### src/rwa_pkg.sv
package rwa_pkg;

	localparam int RWA_ADDR_W = 12;
	localparam int RWA_IDX_W = 7;
	localparam int RWA_NUM_IDX = 128;

	// Register indices; byte address is four times the index
	localparam logic [6:0] RWA_IDX_RAM_POINTER = 7'h08;
	localparam logic [6:0] RWA_IDX_RAM_ACCESS_CONTROL = 7'h09;
	localparam logic [6:0] RWA_IDX_FIRST_CHANNEL_SELECT = 7'h0b;
	localparam logic [6:0] RWA_IDX_FIFO_LEVEL_THRESHOLD = 7'h0c;
	localparam logic [6:0] RWA_IDX_FIFO_CONFIGURATION = 7'h0d;
	localparam logic [6:0] RWA_IDX_CHANNEL_INCREMENT_RESET = 7'h0e;
	localparam logic [6:0] RWA_IDX_PCM_TIMESLOT_SELECT = 7'h10;
	localparam logic [6:0] RWA_IDX_MISC_EVENT_MASK = 7'h11;
	localparam logic [6:0] RWA_IDX_LINE_EVENT_MASK = 7'h12;
	localparam logic [6:0] RWA_IDX_INTERRUPT_CONTROL = 7'h13;
	localparam logic [6:0] RWA_IDX_PIN_OUTPUT_DATA = 7'h48;
	localparam logic [6:0] RWA_IDX_PIN_DRIVE_ENABLE = 7'h4a;
	localparam logic [6:0] RWA_IDX_PIN_FUNCTION_SELECT = 7'h4c;
	localparam logic [6:0] RWA_IDX_LINE_INDICATOR_CONTROL = 7'h4d;
	localparam logic [6:0] RWA_IDX_SYNTH_CONTROL = 7'h50;
	localparam logic [6:0] RWA_IDX_SYNTH_DIVIDER_FIRST = 7'h51;
	localparam logic [6:0] RWA_IDX_SYNTH_DIVIDER_SECOND = 7'h52;
	localparam logic [6:0] RWA_IDX_SYNTH_DIVIDER_THIRD = 7'h53;
	localparam logic [6:0] RWA_IDX_STATUS = 7'h60;
	localparam logic [6:0] RWA_IDX_FIFO_FILL_LEVEL_BLOCK = 7'h61;

	// Aliasing window and the address bit the decoder drops
	localparam logic [6:0] RWA_UPPER_LO = 7'h48;
	localparam logic [6:0] RWA_UPPER_HI = 7'h5f;
	localparam logic [6:0] RWA_ALIAS_MASK = 7'h40;
	localparam int RWA_ALIAS_BIT = 6;

	localparam logic [7:0] RWA_REG_RESET = 8'h00;
	localparam int RWA_STATUS_BUSY_BIT = 0;

	typedef struct packed {
		logic [6:0] idx;
		logic [7:0] data;
		logic own;
		logic alias_hit;
	} rwa_wr_t;

	typedef struct packed {
		logic [7:0] ram_pointer;
		logic [7:0] ram_access_control;
		logic [7:0] first_channel_select;
		logic [7:0] fifo_level_threshold;
		logic [7:0] fifo_configuration;
		logic [7:0] channel_increment_reset;
		logic [7:0] pcm_timeslot_select;
		logic [7:0] misc_event_mask;
		logic [7:0] line_event_mask;
		logic [7:0] interrupt_control;
		logic [7:0] pin_output_data;
		logic [7:0] pin_drive_enable;
		logic [7:0] pin_function_select;
		logic [7:0] line_indicator_control;
		logic [7:0] synth_control;
		logic [7:0] synth_divider_first;
		logic [7:0] synth_divider_second;
		logic [7:0] synth_divider_third;
	} rwa_regs_t;

	function automatic logic rwa_is_writable(input logic [6:0] i);
		unique case (i)
			RWA_IDX_RAM_POINTER, RWA_IDX_RAM_ACCESS_CONTROL, RWA_IDX_FIRST_CHANNEL_SELECT,
			RWA_IDX_FIFO_LEVEL_THRESHOLD, RWA_IDX_FIFO_CONFIGURATION, RWA_IDX_CHANNEL_INCREMENT_RESET,
			RWA_IDX_PCM_TIMESLOT_SELECT, RWA_IDX_MISC_EVENT_MASK, RWA_IDX_LINE_EVENT_MASK,
			RWA_IDX_INTERRUPT_CONTROL, RWA_IDX_PIN_OUTPUT_DATA, RWA_IDX_PIN_DRIVE_ENABLE,
			RWA_IDX_PIN_FUNCTION_SELECT, RWA_IDX_LINE_INDICATOR_CONTROL, RWA_IDX_SYNTH_CONTROL,
			RWA_IDX_SYNTH_DIVIDER_FIRST, RWA_IDX_SYNTH_DIVIDER_SECOND, RWA_IDX_SYNTH_DIVIDER_THIRD: return 1'b1;
			default: return 1'b0;
		endcase
	endfunction

endpackage

### src/rwa_reg_cell.sv
`timescale 1ns/1ps
module rwa_reg_cell
	import rwa_pkg::*;
#(
	parameter logic [7:0] RESET_VALUE = RWA_REG_RESET
) (
	// Clock and reset
	input wire logic clock,
	input wire logic rst,
	// Write port
	input wire logic we,
	input wire logic [7:0] wdata,
	// Stored value
	output logic [7:0] q
);

	always_ff @(posedge clock) begin
		if (rst) begin
			q <= RESET_VALUE;
		end else if (we) begin
			q <= wdata;
		end
	end

endmodule

### src/rwa_register_bank.sv
// Implementation choice: the APB interface to the registers.
`timescale 1ns/1ps
// How it works
// RULE1 - A write to an upper-range register is also stored in its lower counterpart.
// RULE2 - Reads and read-only registers never trigger the duplicate write.
// RULE3 - Upper addresses without an own register update nothing when written.
// RULE4 - Writing pin drive enable touches only that register; no counterpart exists.
// RULE5 - Software writes upper registers once at init, lower counterparts afterwards.
// RULE6 - Pin output data may be written anytime; rewrite ram pointer afterwards if used.
// RULE7 - Writing pin function select also overwrites the fifo level threshold.
// RULE8 - Software reads the real fill level before each fifo transfer.
// RULE9 - Line indicator control is rewritten after init only while no fifo is active.
// RULE10 - Before changing line indicator, write fifo configuration then global soft reset.
// RULE11 - Line indicator control is written only while the busy flag reads zero.
// RULE12 - Fifo configuration is rewritten right after, in the same not-busy phase.
// RULE13 - Fifo configuration is only taken into effect during busy phases.
// RULE14 - Synth control is written at init, timeslot select afterwards.
// RULE15 - No synth control write between timeslot select and slot array accesses.
// RULE16 - Divider registers at init only, then masks and interrupt control.
// RULE17 - The alias address is the written address with bit six ignored.
module rwa_register_bank
	import rwa_pkg::*;
(
	// Clock and reset
	input wire logic clock,
	input wire logic rst,
	// APB slave
	input wire logic psel,
	input wire logic penable,
	input wire logic pwrite,
	input wire logic [RWA_ADDR_W-1:0] paddr,
	input wire logic [31:0] pwdata,
	output logic [31:0] prdata,
	output logic pready,
	output logic pslverr,
	// Core status inputs
	input wire logic fifo_busy,
	input wire logic [7:0] fifo_fill_level_block,
	input wire logic [7:0] pin_input_data,
	// Register contents towards the core
	output rwa_regs_t regs,
	output logic [7:0] fifo_config_active
);

	// Nets, since each element or bit has its own continuous driver
	wire logic [7:0] q [0:RWA_NUM_IDX-1];
	wire logic [RWA_NUM_IDX-1:0] cell_we;
	logic [6:0] idx;
	logic access;
	logic wr_fire;
	logic rd_fire;
	logic [7:0] wdata8;
	rwa_wr_t wr;
	logic pready_reg;
	logic pslverr_reg;
	logic [31:0] prdata_reg;
	logic [7:0] rdata_next;
	logic rd_ok;
	logic [7:0] cfg_active_reg;

	assign idx = paddr[8:2];
	assign wdata8 = pwdata[7:0];
	assign access = psel && penable;
	// Writes land only at the edge where the answer is sampled
	assign wr_fire = access && pready_reg && pwrite;
	assign rd_fire = access && pready_reg && !pwrite;

	// Decode of own target and of the alias target
	always_comb begin
		wr.idx = idx & ~RWA_ALIAS_MASK; // see RULE17
		wr.data = wdata8;
		wr.own = rwa_is_writable(idx);
		// Unused upper addresses and missing counterparts stop the alias
		wr.alias_hit = (idx >= RWA_UPPER_LO) && (idx <= RWA_UPPER_HI) && rwa_is_writable(idx)
			&& rwa_is_writable(idx & ~RWA_ALIAS_MASK); // see RULE1 see RULE3 see RULE4
	end

	genvar gi;
	generate
		for (gi = 0; gi < RWA_NUM_IDX; gi++) begin : g_cell
			if (rwa_is_writable(7'(gi))) begin : g_rw
				// Only writes reach the cells, never reads
				assign cell_we[gi] = wr_fire && ((wr.own && idx == 7'(gi))
					|| (wr.alias_hit && wr.idx == 7'(gi))); // see RULE1 see RULE2 see RULE7
				rwa_reg_cell #(
					.RESET_VALUE(RWA_REG_RESET)
				) u_cell (
					.clock(clock),
					.rst(rst),
					.we(cell_we[gi]),
					.wdata(wr.data),
					.q(q[gi])
				);
			end else begin : g_none
				assign cell_we[gi] = 1'b0;
				assign q[gi] = RWA_REG_RESET;
			end
		end
	endgenerate

	// Read mux; the pin data read shares the output data address
	always_comb begin
		rdata_next = 8'h00;
		rd_ok = 1'b1;
		if (idx == RWA_IDX_STATUS) begin
			rdata_next[RWA_STATUS_BUSY_BIT] = fifo_busy;
		end else if (idx == RWA_IDX_FIFO_FILL_LEVEL_BLOCK) begin
			rdata_next = fifo_fill_level_block;
		end else if (idx == RWA_IDX_PIN_OUTPUT_DATA) begin
			rdata_next = pin_input_data;
		end else if (rwa_is_writable(idx)) begin
			rdata_next = q[idx];
		end else begin
			rd_ok = 1'b0;
		end
	end

	// One wait state keeps the answer path registered
	always_ff @(posedge clock) begin
		if (rst) begin
			pready_reg <= 1'b0;
		end else begin
			pready_reg <= access && !pready_reg;
		end
	end

	always_ff @(posedge clock) begin
		if (rst) begin
			prdata_reg <= 32'h0000_0000;
			pslverr_reg <= 1'b0;
		end else if (access && !pready_reg) begin
			prdata_reg <= pwrite ? 32'h0000_0000 : {24'h00_0000, rdata_next};
			// Writes to read-only or unused words are refused
			pslverr_reg <= pwrite ? !rwa_is_writable(idx) : !rd_ok;
		end else begin
			prdata_reg <= 32'h0000_0000;
			pslverr_reg <= 1'b0;
		end
	end

	// Configuration is sampled only while the fifo engine is busy
	always_ff @(posedge clock) begin
		if (rst) begin
			cfg_active_reg <= RWA_REG_RESET;
		end else if (fifo_busy) begin
			cfg_active_reg <= q[RWA_IDX_FIFO_CONFIGURATION]; // see RULE13
		end
	end

	assign pready = pready_reg;
	assign pslverr = pslverr_reg;
	assign prdata = prdata_reg;
	assign fifo_config_active = cfg_active_reg;

	assign regs.ram_pointer = q[RWA_IDX_RAM_POINTER];
	assign regs.ram_access_control = q[RWA_IDX_RAM_ACCESS_CONTROL];
	assign regs.first_channel_select = q[RWA_IDX_FIRST_CHANNEL_SELECT];
	assign regs.fifo_level_threshold = q[RWA_IDX_FIFO_LEVEL_THRESHOLD];
	assign regs.fifo_configuration = q[RWA_IDX_FIFO_CONFIGURATION];
	assign regs.channel_increment_reset = q[RWA_IDX_CHANNEL_INCREMENT_RESET];
	assign regs.pcm_timeslot_select = q[RWA_IDX_PCM_TIMESLOT_SELECT];
	assign regs.misc_event_mask = q[RWA_IDX_MISC_EVENT_MASK];
	assign regs.line_event_mask = q[RWA_IDX_LINE_EVENT_MASK];
	assign regs.interrupt_control = q[RWA_IDX_INTERRUPT_CONTROL];
	assign regs.pin_output_data = q[RWA_IDX_PIN_OUTPUT_DATA];
	assign regs.pin_drive_enable = q[RWA_IDX_PIN_DRIVE_ENABLE];
	assign regs.pin_function_select = q[RWA_IDX_PIN_FUNCTION_SELECT];
	assign regs.line_indicator_control = q[RWA_IDX_LINE_INDICATOR_CONTROL];
	assign regs.synth_control = q[RWA_IDX_SYNTH_CONTROL];
	assign regs.synth_divider_first = q[RWA_IDX_SYNTH_DIVIDER_FIRST];
	assign regs.synth_divider_second = q[RWA_IDX_SYNTH_DIVIDER_SECOND];
	assign regs.synth_divider_third = q[RWA_IDX_SYNTH_DIVIDER_THIRD];

	chk_alias_ram_pointer: assert property (@(posedge clock) disable iff (rst)
		wr_fire && idx == RWA_IDX_PIN_OUTPUT_DATA |=> regs.ram_pointer == $past(wdata8)
		&& regs.pin_output_data == $past(wdata8)) // see RULE1
		else $error("output data write did not reach ram pointer");

	chk_alias_threshold: assert property (@(posedge clock) disable iff (rst)
		wr_fire && idx == RWA_IDX_PIN_FUNCTION_SELECT |=> regs.fifo_level_threshold == regs.pin_function_select) // see RULE7
		else $error("function select write did not overwrite threshold");

	chk_read_no_write: assert property (@(posedge clock) disable iff (rst)
		rd_fire |=> $stable(regs)) // see RULE2
		else $error("read access changed a register");

	chk_unused_upper: assert property (@(posedge clock) disable iff (rst)
		wr_fire && (idx == 7'h49 || idx == 7'h4b || idx == 7'h4e || idx == 7'h4f) |=> $stable(regs)) // see RULE3
		else $error("unused upper address changed a register");

	chk_drive_only: assert property (@(posedge clock) disable iff (rst)
		wr_fire && idx == RWA_IDX_PIN_DRIVE_ENABLE |=> regs.pin_drive_enable == $past(wdata8)
		&& $stable(regs.ram_access_control) && $stable(regs.first_channel_select)) // see RULE4
		else $error("drive enable write disturbed another register");

	chk_cfg_idle_hold: assert property (@(posedge clock) disable iff (rst)
		!fifo_busy |=> $stable(fifo_config_active)) // see RULE13
		else $error("configuration taken outside a busy phase");

	chk_cfg_busy_take: assert property (@(posedge clock) disable iff (rst)
		fifo_busy ##1 fifo_busy |-> fifo_config_active == $past(regs.fifo_configuration)) // see RULE13
		else $error("configuration not taken during busy phase");

	chk_bit6_ignored: assert property (@(posedge clock) disable iff (rst)
		wr_fire && idx == RWA_IDX_SYNTH_DIVIDER_THIRD |=> regs.interrupt_control == regs.synth_divider_third) // see RULE17
		else $error("alias target not formed by dropping bit six");

	chk_apb_answer: assert property (@(posedge clock) disable iff (rst)
		access && !pready ##1 access |-> pready)
		else $error("access phase not answered in one wait state");

endmodule

### config.mk
export PLATFORM = sky130hd
export DESIGN_NAME = rwa_register_bank
export DESIGN_NICKNAME = d
export VERILOG_FILES = /design/src/rwa_pkg.sv /design/src/rwa_reg_cell.sv /design/src/rwa_register_bank.sv
export SDC_FILE = /design/constraint.sdc
export NUM_CORES = 1
export LEC_CHECK = 0
export BUFFER_PORTS_ARGS = -buffer_cell sky130_fd_sc_hd__buf_4
export CAP_MARGIN = 10
export CORE_MARGIN = 3
export CORE_UTILIZATION = 40
export DETAILED_ROUTE_END_ITERATION = 10
export PLACE_DENSITY = 0.65
export SLEW_MARGIN = 20
export SYNTH_ARGS = -nofsm -noshare
export SYNTH_HDL_FRONTEND = slang
export SYNTH_SLANG_ARGS = --single-unit
### constraint.sdc
create_clock -name clock -period 2.7 [get_ports clock]
set_clock_uncertainty 0.2 [all_clocks]
set_input_delay 0.27 -clock clock [delete_from_list [all_inputs] [get_ports clock]]
set_output_delay 0.27 -clock clock [all_outputs]
set_load 0.005 [all_outputs]
==> results.sh, run 1 <==
export IMPL_use_met1=0.340
export IMPL_rsz0062_at_grt="no"
export IMPL_final_cell_mix="buf_4 (228), dfxtp_1 (162), mux2i_1 (110)"
export IMPL_synth_mux_area_frac=0.207
export IMPL_antennaDiodeCount=0
export IMPL_synth_edff_count=0
export IMPL_outcome="complete, no violations"
export IMPL_dp_hpwl_um=18300
export IMPL_cts_buffers=17
export IMPL_grt_overflow_total=0
export IMPL_leakage_nw=3.96
export IMPL_fmax_ghz=0.393
export IMPL_drtPass1Iterations=5
export IMPL_clock_latency_ns=0.45
export IMPL_row_count=50
export IMPL_crit_type="in -> reg"
export IMPL_area_growth_pct=30.9
export IMPL_die_y_um=145
export IMPL_place_inst=1258
export IMPL_antenna_left=0
export IMPL_synth_simple_area_share=0.170
export IMPL_synth_area_mm2=0.00778
export IMPL_wire_per_inst_um=20.3
export IMPL_final_nets=1099
export IMPL_grt_max_degree=154
export IMPL_place_congestion=0.894
export IMPL_grt_use_met2=0.363
export IMPL_clk_path_buf_depth=2
export IMPL_first_iter_violations=761
export IMPL_syn_area_per_cell_um2=9.15
export IMPL_grtUsageMet3=0.0570
export IMPL_grt_pass1_vias=6555
export IMPL_synth_compound_area_frac=0.131
export IMPL_finalCriticalPeriod_ns=2.54
export IMPL_power_density_mw_per_mm2=507
export IMPL_drv_cap=0
export IMPL_largest_register_ffs=144
export IMPL_synth_seq_area_share=0.417
export IMPL_setup_tns_final_ns=0
export IMPL_hold_violations=0
export IMPL_clock_sinks=162
export IMPL_synth_top_family_by_area="multiplexers"
export IMPL_fin_cells=1306
export IMPL_synth_seq_cells=162
export IMPL_synth_cells=850
export IMPL_grt_pass1_wl_um=39800
export IMPL_ys_types=59
export IMPL_cp_data_required_time_ns=2.88
export IMPL_layout_drive_gt1_share=0.293
export IMPL_io_buffer_count=198
export IMPL_ctsHtreeMaxLevel=4
export IMPL_report_final_setup_viol=0
export IMPL_grt_total_usage=0.239
export IMPL_slew_headroom=0.341
export IMPL_async_flop_share=0
export IMPL_peakVddDrop_mv=0.448
export IMPL_synthXorXnorAreaFrac=0
export IMPL_worst_pin_slew_ns=0.982
export IMPL_die_w_um=145
export IMPL_dr_total_vias=7177
export IMPL_post_cts_resized=0
export IMPL_ys_flop_type="dfxtp_1"
export IMPL_root_buffer="clkbuf_16"
export IMPL_cp_start_kind="input pin"
export IMPL_antenna_found_initial=0
export IMPL_cp_arrival_ns=2.72
export IMPL_synthAdderAreaFrac=0
export IMPL_postCtsSetupBuffers=0
export IMPL_min_path_type="in -> reg"
export IMPL_ys_warn_count=0
export IMPL_die_area_mm2=0.0212
export IMPL_finalCritPeriodShare=0.942
export IMPL_core_mm2=0.0189
export IMPL_initial_core_util=0.412
export IMPL_mostFrequentLayoutCell="buf_4"
export IMPL_crit_path_end_kind="register"
export IMPL_top_usage_layer="met2"
export IMPL_drc=0
export IMPL_viasPerCell=5.50
export IMPL_wl_um=26500
export IMPL_crit_path_max_fanout=34
export IMPL_tritoncts="done"
export IMPL_slew_viol_final=0
export IMPL_path_clk_slew_ns=0.07
export IMPL_io_pins=252
==> cell type report <==
class | instances | area, um^2
Multi-Input combinational cell | 595 | 4040
Clock inverter | 15 | 161
Sequential cell | 162 | 3240
Inverter | 9 | 33.8
Fill cell | 1750 | 8710
Tap cell | 260 | 325
Clock buffer | 17 | 425
Timing Repair Buffer | 248 | 1950
==> Yosys cell counts (5+ instances only) <==
cell      count  area, um^2
a221o_1       9        90.1
nor3_1        5        25.0
nand2_1      63         236
buf_4        29         218
nand4_1      21         131
o22ai_1       6        37.5
nand3_1      53         265
o21ai_0      18        90.1
a22oi_1       5        37.5
dfxtp_1     162        3240
inv_1         8        30.0
clkbuf_1     48         180
mux4_2       16         360
mux2_2       13         146
a21oi_1      69         345
mux2i_1     110        1100
a31oi_1       7        43.8
o21ai_1      17        85.1
buf_1        10        37.5
o221ai_1      5        43.8
buf_2        17        85.1
a32o_1        5        50.1
nor2_1       97         364
==> layer usage <==
metal | part of all wire | wire [um]
met3 | 0.095 | 2520
met1 | 0.44 | 11800
met2 | 0.44 | 11700
met5 | 0 | 0
met4 | 0.017 | 438
==> final timing paths <==
| path | from | endpoint | slack (ns) | depth (start not counted) |
|---|---|---|---|---|
| worst max-delay path | paddr[3] | prdata[7]$_SDFF_PP0_ | 0.16 | 7 |
| worst min-delay path | pwdata[7] | g_cell[80].g_rw.u_cell.q[7]$_SDFFE_PP0P_ | 0.02 | 3 |
| worst max register to register | g_cell[19].g_rw.u_cell.q[4]$_SDFFE_PP0P_ | prdata[4]$_SDFF_PP0_ | 0.23 | 6 |
| worst min register to register | g_cell[77].g_rw.u_cell.q[6]$_SDFFE_PP0P_ | g_cell[77].g_rw.u_cell.q[6]$_SDFFE_PP0P_ | 0.27 | 2 |
==> worst max-delay path, cell delays in order <==
cell           delay (ns)
buf_4                0.26
nor2_1               0.63
a221o_1              0.28
nand3_1              0.10
a311oi_1             0.41
o221a_1              0.23
dlygate4sd3_1        0.53
==> where the power goes <==
group / switching (W) / internal, W / leakage, nW / total [W]
Clock: 0.00116 / 0.00124 / 0.281 / 0.00240
Combinational: 0.000249 / 0.000122 / 2.38 / 0.000371
Sequential: 0.00000117 / 0.00239 / 1.30 / 0.00239
Total: 0.00141 / 0.00375 / 3.96 / 0.00516
==> kinds of logic (layout without fill, tap and decap cells) <==
| logic type | count (synthesis) | in the layout |
|---|---|---|
| and+or+nand+nor | 269 | 269 |
| AOI/OAI and AO/OA | 163 | 163 |
| DFF | 162 | 162 |
| muxes | 139 | 139 |
| buffers and inverters | 116 | 289 |
| other | 1 | 24 |
==> timing repair <==
item	4_1_cts	5_1_grt
setup endpoints to repair	0	0
hold endpoints to repair	10	0
hold buffers	16	0
==> through the flow <==
| stage | cell area [um^2] | hold WS, ns | setup slack, ns | utilization | total power, W |
|---|---|---|---|---|---|
| 2_1_floorplan | 7870 | 0.222 | 0.442 | - | 0.00270 |
| 3_3_place_gp | 9440 | 0.261 | 0.253 | 0.499 | 0.00280 |
| 3_5_place_dp | 9440 | 0.263 | 0.242 | 0.499 | 0.00280 |
| 4_1_cts | 10200 | 0.0120 | 0.222 | 0.539 | 0.00518 |
| 5_1_grt | 10200 | 0.0215 | 0.0743 | 0.539 | 0.00529 |
| 6_report | 10200 | 0.0235 | 0.157 | 0.539 | 0.00516 |
Power figures use the tool's default switching activity.
==> inputs of run 2 (changes only) <==
--- a/config.mk
+++ b/config.mk
@@ -10,7 +10,7 @@
 export CORE_MARGIN = 3
 export CORE_UTILIZATION = 40
 export DETAILED_ROUTE_END_ITERATION = 10
-export PLACE_DENSITY = 0.65
+export PLACE_DENSITY = 0.77
 export SLEW_MARGIN = 20
 export SYNTH_ARGS = -nofsm -noshare
 export SYNTH_HDL_FRONTEND = slang
==> results.sh, run 2 (same netlist as run 1, synthesis figures left out) <==
export IMPL_crit_path_max_fanout=27
export IMPL_leakage_nw=3.94
export IMPL_io_pins=252
export IMPL_clock_latency_ns=0.44
export IMPL_place_inst=1259
export IMPL_postCtsSetupBuffers=0
export IMPL_fin_cells=1307
export IMPL_drtPass1Iterations=5
export IMPL_root_buffer="clkbuf_16"
export IMPL_final_nets=1100
export IMPL_drc=0
export IMPL_mostFrequentLayoutCell="buf_4"
export IMPL_clk_path_buf_depth=2
export IMPL_fmax_ghz=0.391
export IMPL_nFillCells=1737
export IMPL_drv_cap=0
export IMPL_area_growth_pct=30.2
export IMPL_grt_total_usage=0.242
export IMPL_report_final_setup_viol=0
export IMPL_crit_type="in -> reg"
export IMPL_dr_total_vias=7329
export IMPL_cp_start_kind="input pin"
export IMPL_grt_max_degree=80
export IMPL_wire_per_inst_um=20.5
export IMPL_holdPathStages=3
export IMPL_grt_overflow_total=0
export IMPL_antenna_found_initial=0
export IMPL_wl_um=26700
export IMPL_slew_headroom=0.303
export IMPL_reg2reg_depth=6
export IMPL_die_w_um=145
export IMPL_switching_share=0.255
export IMPL_grt_pass1_vias=6925
export IMPL_worst_pin_slew_ns=1.04
export IMPL_final_util=0.536
export IMPL_cp_common_cell="buf_4"
export IMPL_finalCritPeriodShare=0.948
export IMPL_initial_core_util=0.412
export IMPL_antenna_left=0
export IMPL_io_buffer_count=198
export IMPL_cp_arrival_ns=2.74
export IMPL_timing_rr_end="prdata[4]$_SDFF_PP0_"
export IMPL_layout_drive_gt1_share=0.291
export IMPL_combPwrFrac=0.073
export IMPL_outcome="complete, no violations"
export IMPL_total_power_w=0.00510
export IMPL_max_stage_delay_ns=0.53
export IMPL_slew_viol_final=0
export IMPL_internal_power_w=0.00379
export IMPL_ctsHtreeMaxLevel=4
export IMPL_peakVddDrop_mv=0.451
export IMPL_reg2reg_slack_ns=0.24
export IMPL_die_y_um=145
export IMPL_path_clk_slew_ns=0.07
export IMPL_p_seq_frac=0.469
export IMPL_power_density_mw_per_mm2=503
export IMPL_cp_cell_sequence="buf_4, buf_4, and3_1, a2111o_1, o21a_1, a311oi_1, o221a_1, dlygate4sd3_1"
export IMPL_rsz0062_at_grt="no"
export IMPL_row_count=50
export IMPL_clock_sinks=162
export IMPL_core_mm2=0.0189
export IMPL_cp_data_required_time_ns=2.88
export IMPL_min_to="fifo_config_active[1]$_SDFFE_PP0P_"
export IMPL_place_congestion=0.868
export IMPL_power_switching_w=0.00130
export IMPL_clockPowerShare=0.458
export IMPL_hp_start="fifo_busy"
export IMPL_min_path_type="in -> reg"
export IMPL_hold_violations=0
export IMPL_first_iter_violations=797
export IMPL_crit_path_end_kind="register"
export IMPL_tritoncts="done"
export IMPL_grt_pass1_wl_um=40700
export IMPL_cts_buffers=17
export IMPL_final_cell_mix="buf_4 (232), dfxtp_1 (162), mux2i_1 (110)"
export IMPL_largest_register_ffs=144
export IMPL_antennaDiodeCount=0
export IMPL_reg2reg_from="g_cell[19].g_rw.u_cell.q[4]$_SDFFE_PP0P_"
export IMPL_setup_tns_final_ns=0
export IMPL_crit_slowest_cell="dlygate4sd3_1"
export IMPL_dp_hpwl_um=18700
export IMPL_viasPerCell=5.61
export IMPL_finalCriticalPeriod_ns=2.56
export IMPL_die_area_mm2=0.0212
## run 2: changes by cell type in the layout (fill, tap and decap cells not counted), moves of 2 or more
cell | previous run | this run
buf_4 | 228 | 232
clkbuf_1 | 0 | 2
clkinv_8 | 3 | 0
clkinvlp_4 | 2 | 4
buf_12 | 4 | 1
inv_8 | 4 | 1
## run 2: critical path, delay by kind of cell
family | cells | cell delay, ns
AOI/OAI and AO/OA | 4 | 1.26
and+or+nand+nor | 1 | 0.15
buffers and inverters | 3 | 1.02
## run 2: power by group through the flow
stage	combinational (W)	clock, W	sequential, W
after floorplan	0.000250	0	0.00245
after global placement	0.000347	0	0.00245
after detailed placement	0.000349	0	0.00245
after CTS	0.000364	0.00238	0.00239
after global routing	0.000390	0.00247	0.00239
final	0.000371	0.00233	0.00239
## run 2: stage by stage
step	instance area [um^2]	setup slack, ns	hold slack [ns]
final	10100	0.141	0.0315
after global routing	10100	0.0193	0.0405
after CTS	10100	0.153	0.0137
after detailed placement	9410	0.163	0.268
after global placement	9410	0.216	0.262
after floorplan	7870	0.442	0.222
## run 2: what timing repair did
action,in CTS,in global routing
hold endpoints to repair,10,0
hold buffers,16,0
gates resized for setup,0,0
endpoints found under the setup margin,0,0
## run 2: cell type report
| type | count | area [um^2] | area share |
|---|---|---|---|
| repair buffers | 249 | 1920 | 0.190 |
| clock buffers | 19 | 433 | 0.0427 |
| flip-flops and latches | 162 | 3240 | 0.320 |
| inverters | 9 | 33.8 | 0.00334 |
| multi-input cells | 595 | 4040 | 0.399 |
| well taps | 260 | 325 | 0.0321 |
| clock inverters | 13 | 129 | 0.0127 |
## run 2: worst max path at each step
stage                     startpoint                                       end  slack [ns]  depth (start not counted)
after floorplan             paddr[4]  g_cell[17].g_rw.u_cell.q[5]$_SDFFE_PP0P_        0.44                          7
after global placement      paddr[2]   g_cell[9].g_rw.u_cell.q[3]$_SDFFE_PP0P_        0.22                          8
after detailed placement    paddr[2]  g_cell[11].g_rw.u_cell.q[5]$_SDFFE_PP0P_        0.16                          8
after CTS                   paddr[2]                      prdata[7]$_SDFF_PP0_        0.15                          8
after global routing        paddr[2]                      prdata[7]$_SDFF_PP0_        0.02                          7
final                       paddr[2]                      prdata[7]$_SDFF_PP0_        0.14                          8
## run 2: routing by layer
layer | part of all wire | GRT usage
met4 | 0.019 | 0.0679
met3 | 0.11 | 0.0747
met1 | 0.42 | 0.329
met2 | 0.45 | 0.374
met5 | 0 | 0
==> inputs of run 3 (changes only) <==
--- a/config.mk
+++ b/config.mk
@@ -10,7 +10,8 @@
 export CORE_MARGIN = 3
 export CORE_UTILIZATION = 40
 export DETAILED_ROUTE_END_ITERATION = 10
-export PLACE_DENSITY = 0.77
+export PLACE_DENSITY = 0.8
+export SETUP_SLACK_MARGIN = 0.4
 export SLEW_MARGIN = 20
 export SYNTH_ARGS = -nofsm -noshare
 export SYNTH_HDL_FRONTEND = slang
==> constraint.sdc (replaced) <==
create_clock -name clock -period 2.14 [get_ports clock]
set_clock_uncertainty 0.2 [all_clocks]
set_input_delay 0.214 -clock clock [delete_from_list [all_inputs] [get_ports clock]]
set_output_delay 0.214 -clock clock [all_outputs]
set_load 0.005 [all_outputs]
==> results.sh, run 3 (same netlist as run 1, synthesis figures left out) <==
export IMPL_antenna_found_initial=0
export IMPL_first_iter_violations=891
export IMPL_hold_violations=1
export IMPL_outcome="finished with violations"
export IMPL_slew_headroom=0.501
export IMPL_cts_buffers=17
export IMPL_report_final_setup_viol=0
export IMPL_finalCriticalPeriod_ns=1.95
export IMPL_largest_register_ffs=144
export IMPL_tritoncts="done"
export IMPL_dr_total_vias=7899
export IMPL_die_y_um=145
export IMPL_clock_latency_ns=0.42
export IMPL_cp_start_kind="register"
export IMPL_total_power_w=0.00664
export IMPL_cp_common_cell="buf_6"
export IMPL_clock_sinks=162
export IMPL_min_path_type="in -> reg"
export IMPL_hp_start="rst"
export IMPL_fin_cells=1386
export IMPL_reg2reg_depth=7
export IMPL_cp_data_required_time_ns=2.22
export IMPL_grt_max_degree=154
export IMPL_dp_slack_ns=-0.156
export IMPL_wl_um=29500
export IMPL_die_area_mm2=0.0212
export IMPL_clk_path_buf_depth=2
export IMPL_wire_per_inst_um=21.3
export IMPL_fin_hold_ws_ns=-0.0621
export IMPL_final_nets=1179
export IMPL_crit_path_max_fanout=8
export IMPL_min_to="prdata[0]$_SDFF_PP0_"
export IMPL_mostFrequentLayoutCell="buf_4"
export IMPL_antenna_left=0
export IMPL_place_congestion=0.911
export IMPL_area_growth_pct=48.1
export IMPL_finalInstanceArea_mm2=0.0115
export IMPL_finalCritPeriodShare=0.909
export IMPL_ctsHtreeMaxLevel=4
export IMPL_grt_total_usage=0.267
export IMPL_grt_overflow_total=0
export IMPL_power_density_mw_per_mm2=577
export IMPL_cp_cell_sequence="nand4_1, buf_6, nor4_4, nor3b_2, buf_6, mux2i_1, nor2_1"
export IMPL_violations="hold timing"
export IMPL_reg2reg_from="pready$_SDFF_PP0_"
export IMPL_fmax_ghz=0.514
export IMPL_peakVddDrop_mv=0.496
export IMPL_drv_cap=0
export IMPL_crit_type="reg -> reg"
export IMPL_io_buffer_count=198
export IMPL_grt_pass1_vias=7808
export IMPL_layout_drive_gt1_share=0.404
export IMPL_slew_viol_final=0
export IMPL_timing_rr_end="g_cell[74].g_rw.u_cell.q[1]$_SDFFE_PP0P_"
export IMPL_crit_path_end_kind="register"
export IMPL_final_cell_mix="buf_4 (259), dfxtp_1 (145), mux2i_1 (107)"
export IMPL_rsz0062_at_grt="yes"
export IMPL_cp_arrival_ns=2.03
export IMPL_max_stage_delay_ns=0.33
export IMPL_viasPerCell=5.70
export IMPL_reg2reg_slack_ns=0.19
export IMPL_worst_pin_slew_ns=0.748
export IMPL_place_inst=1295
export IMPL_drtPass1Iterations=7
export IMPL_dp_hpwl_um=19200
export IMPL_crit_slowest_cell="dfxtp_2"
export IMPL_regArea_mm2=0.00326
export IMPL_antennaDiodeCount=0
export IMPL_row_count=50
export IMPL_multi_input_comb_area_mm2=0.00440
export IMPL_timing_final_ws_setup_ns=0.195
export IMPL_holdBufCountCts=22
export IMPL_dpl_cell_area_mm2=0.00988
export IMPL_core_mm2=0.0189
export IMPL_nFillCells=1515
export IMPL_io_pins=252
export IMPL_initial_core_util=0.412
export IMPL_path_clk_slew_ns=0.06
export IMPL_holdPathStages=4
export IMPL_root_buffer="clkbuf_16"
export IMPL_die_w_um=145
export IMPL_leakage_nw=4.54
export IMPL_drc=0
export IMPL_grt_pass1_wl_um=45000
run 3: stage by stage:
stage,util,setup TNS (ns)
after global routing,0.610,0
after detailed placement,0.523,-3.87
final,0.610,0
after CTS,0.595,0
after floorplan,-,-0.334
after global placement,0.523,-2.57
run 3: worst max path at each step:
stage	end	start	cells past startpoint	slack, ns
floorplan	g_cell[19].g_rw.u_cell.q[5]$_SDFFE_PP0P_	paddr[4]	7	-0.02
global placement	prdata[4]$_SDFF_PP0_	paddr[2]	7	-0.10
detailed placement	prdata[4]$_SDFF_PP0_	paddr[2]	7	-0.16
CTS	prdata[0]$_SDFF_PP0_	g_cell[19].g_rw.u_cell.q[0]$_SDFFE_PP0P_	5	0.22
global route	g_cell[74].g_rw.u_cell.q[1]$_SDFFE_PP0P_	pready$_SDFF_PP0_	7	0.14
finish	g_cell[74].g_rw.u_cell.q[1]$_SDFFE_PP0P_	pready$_SDFF_PP0_	7	0.19
run 3: cell type report:
class                   count  share of cell area
clock buffers              22              0.0420
inverters                   9             0.00293
repair buffers            327               0.253
well taps                 260              0.0282
clock inverters            10             0.00858
flip-flops and latches    162               0.283
multi-input cells         596               0.382
run 3: where the power goes:
group | total [W] | switching, W | internal, W
Sequential | 0.00302 | 0.000000993 | 0.00302
Combinational | 0.000617 | 0.000375 | 0.000242
Clock | 0.00301 | 0.00128 | 0.00173
Total | 0.00664 | 0.00165 | 0.00499
run 3: metal layers:
layer | global-route usage | vias up | routed length [um]
met5 | 0 | - | 0
li1 | - | 3555 | -
met2 | 0.430 | 476 | 13700
met4 | 0.104 | 0 | 975
met1 | 0.334 | 3788 | 11700
met3 | 0.0869 | 80 | 3130
run 3: critical path, delay by kind of cell, from the launching register on:
kind / cells / cell delay (ns)
buffers and inverters: 2 / 0.35
flip-flops: 1 / 0.33
multiplexers: 1 / 0.23
AND/OR/NAND/NOR: 4 / 0.69
run 3: timing repair:
action | CTS | global route
gates cloned | 3 | 1
pin swaps | 33 | 28
endpoints found under the hold margin | 51 | 1
setup endpoints to repair | 144 | 144
buffers inserted | 29 | 4
resized for setup | 69 | 55
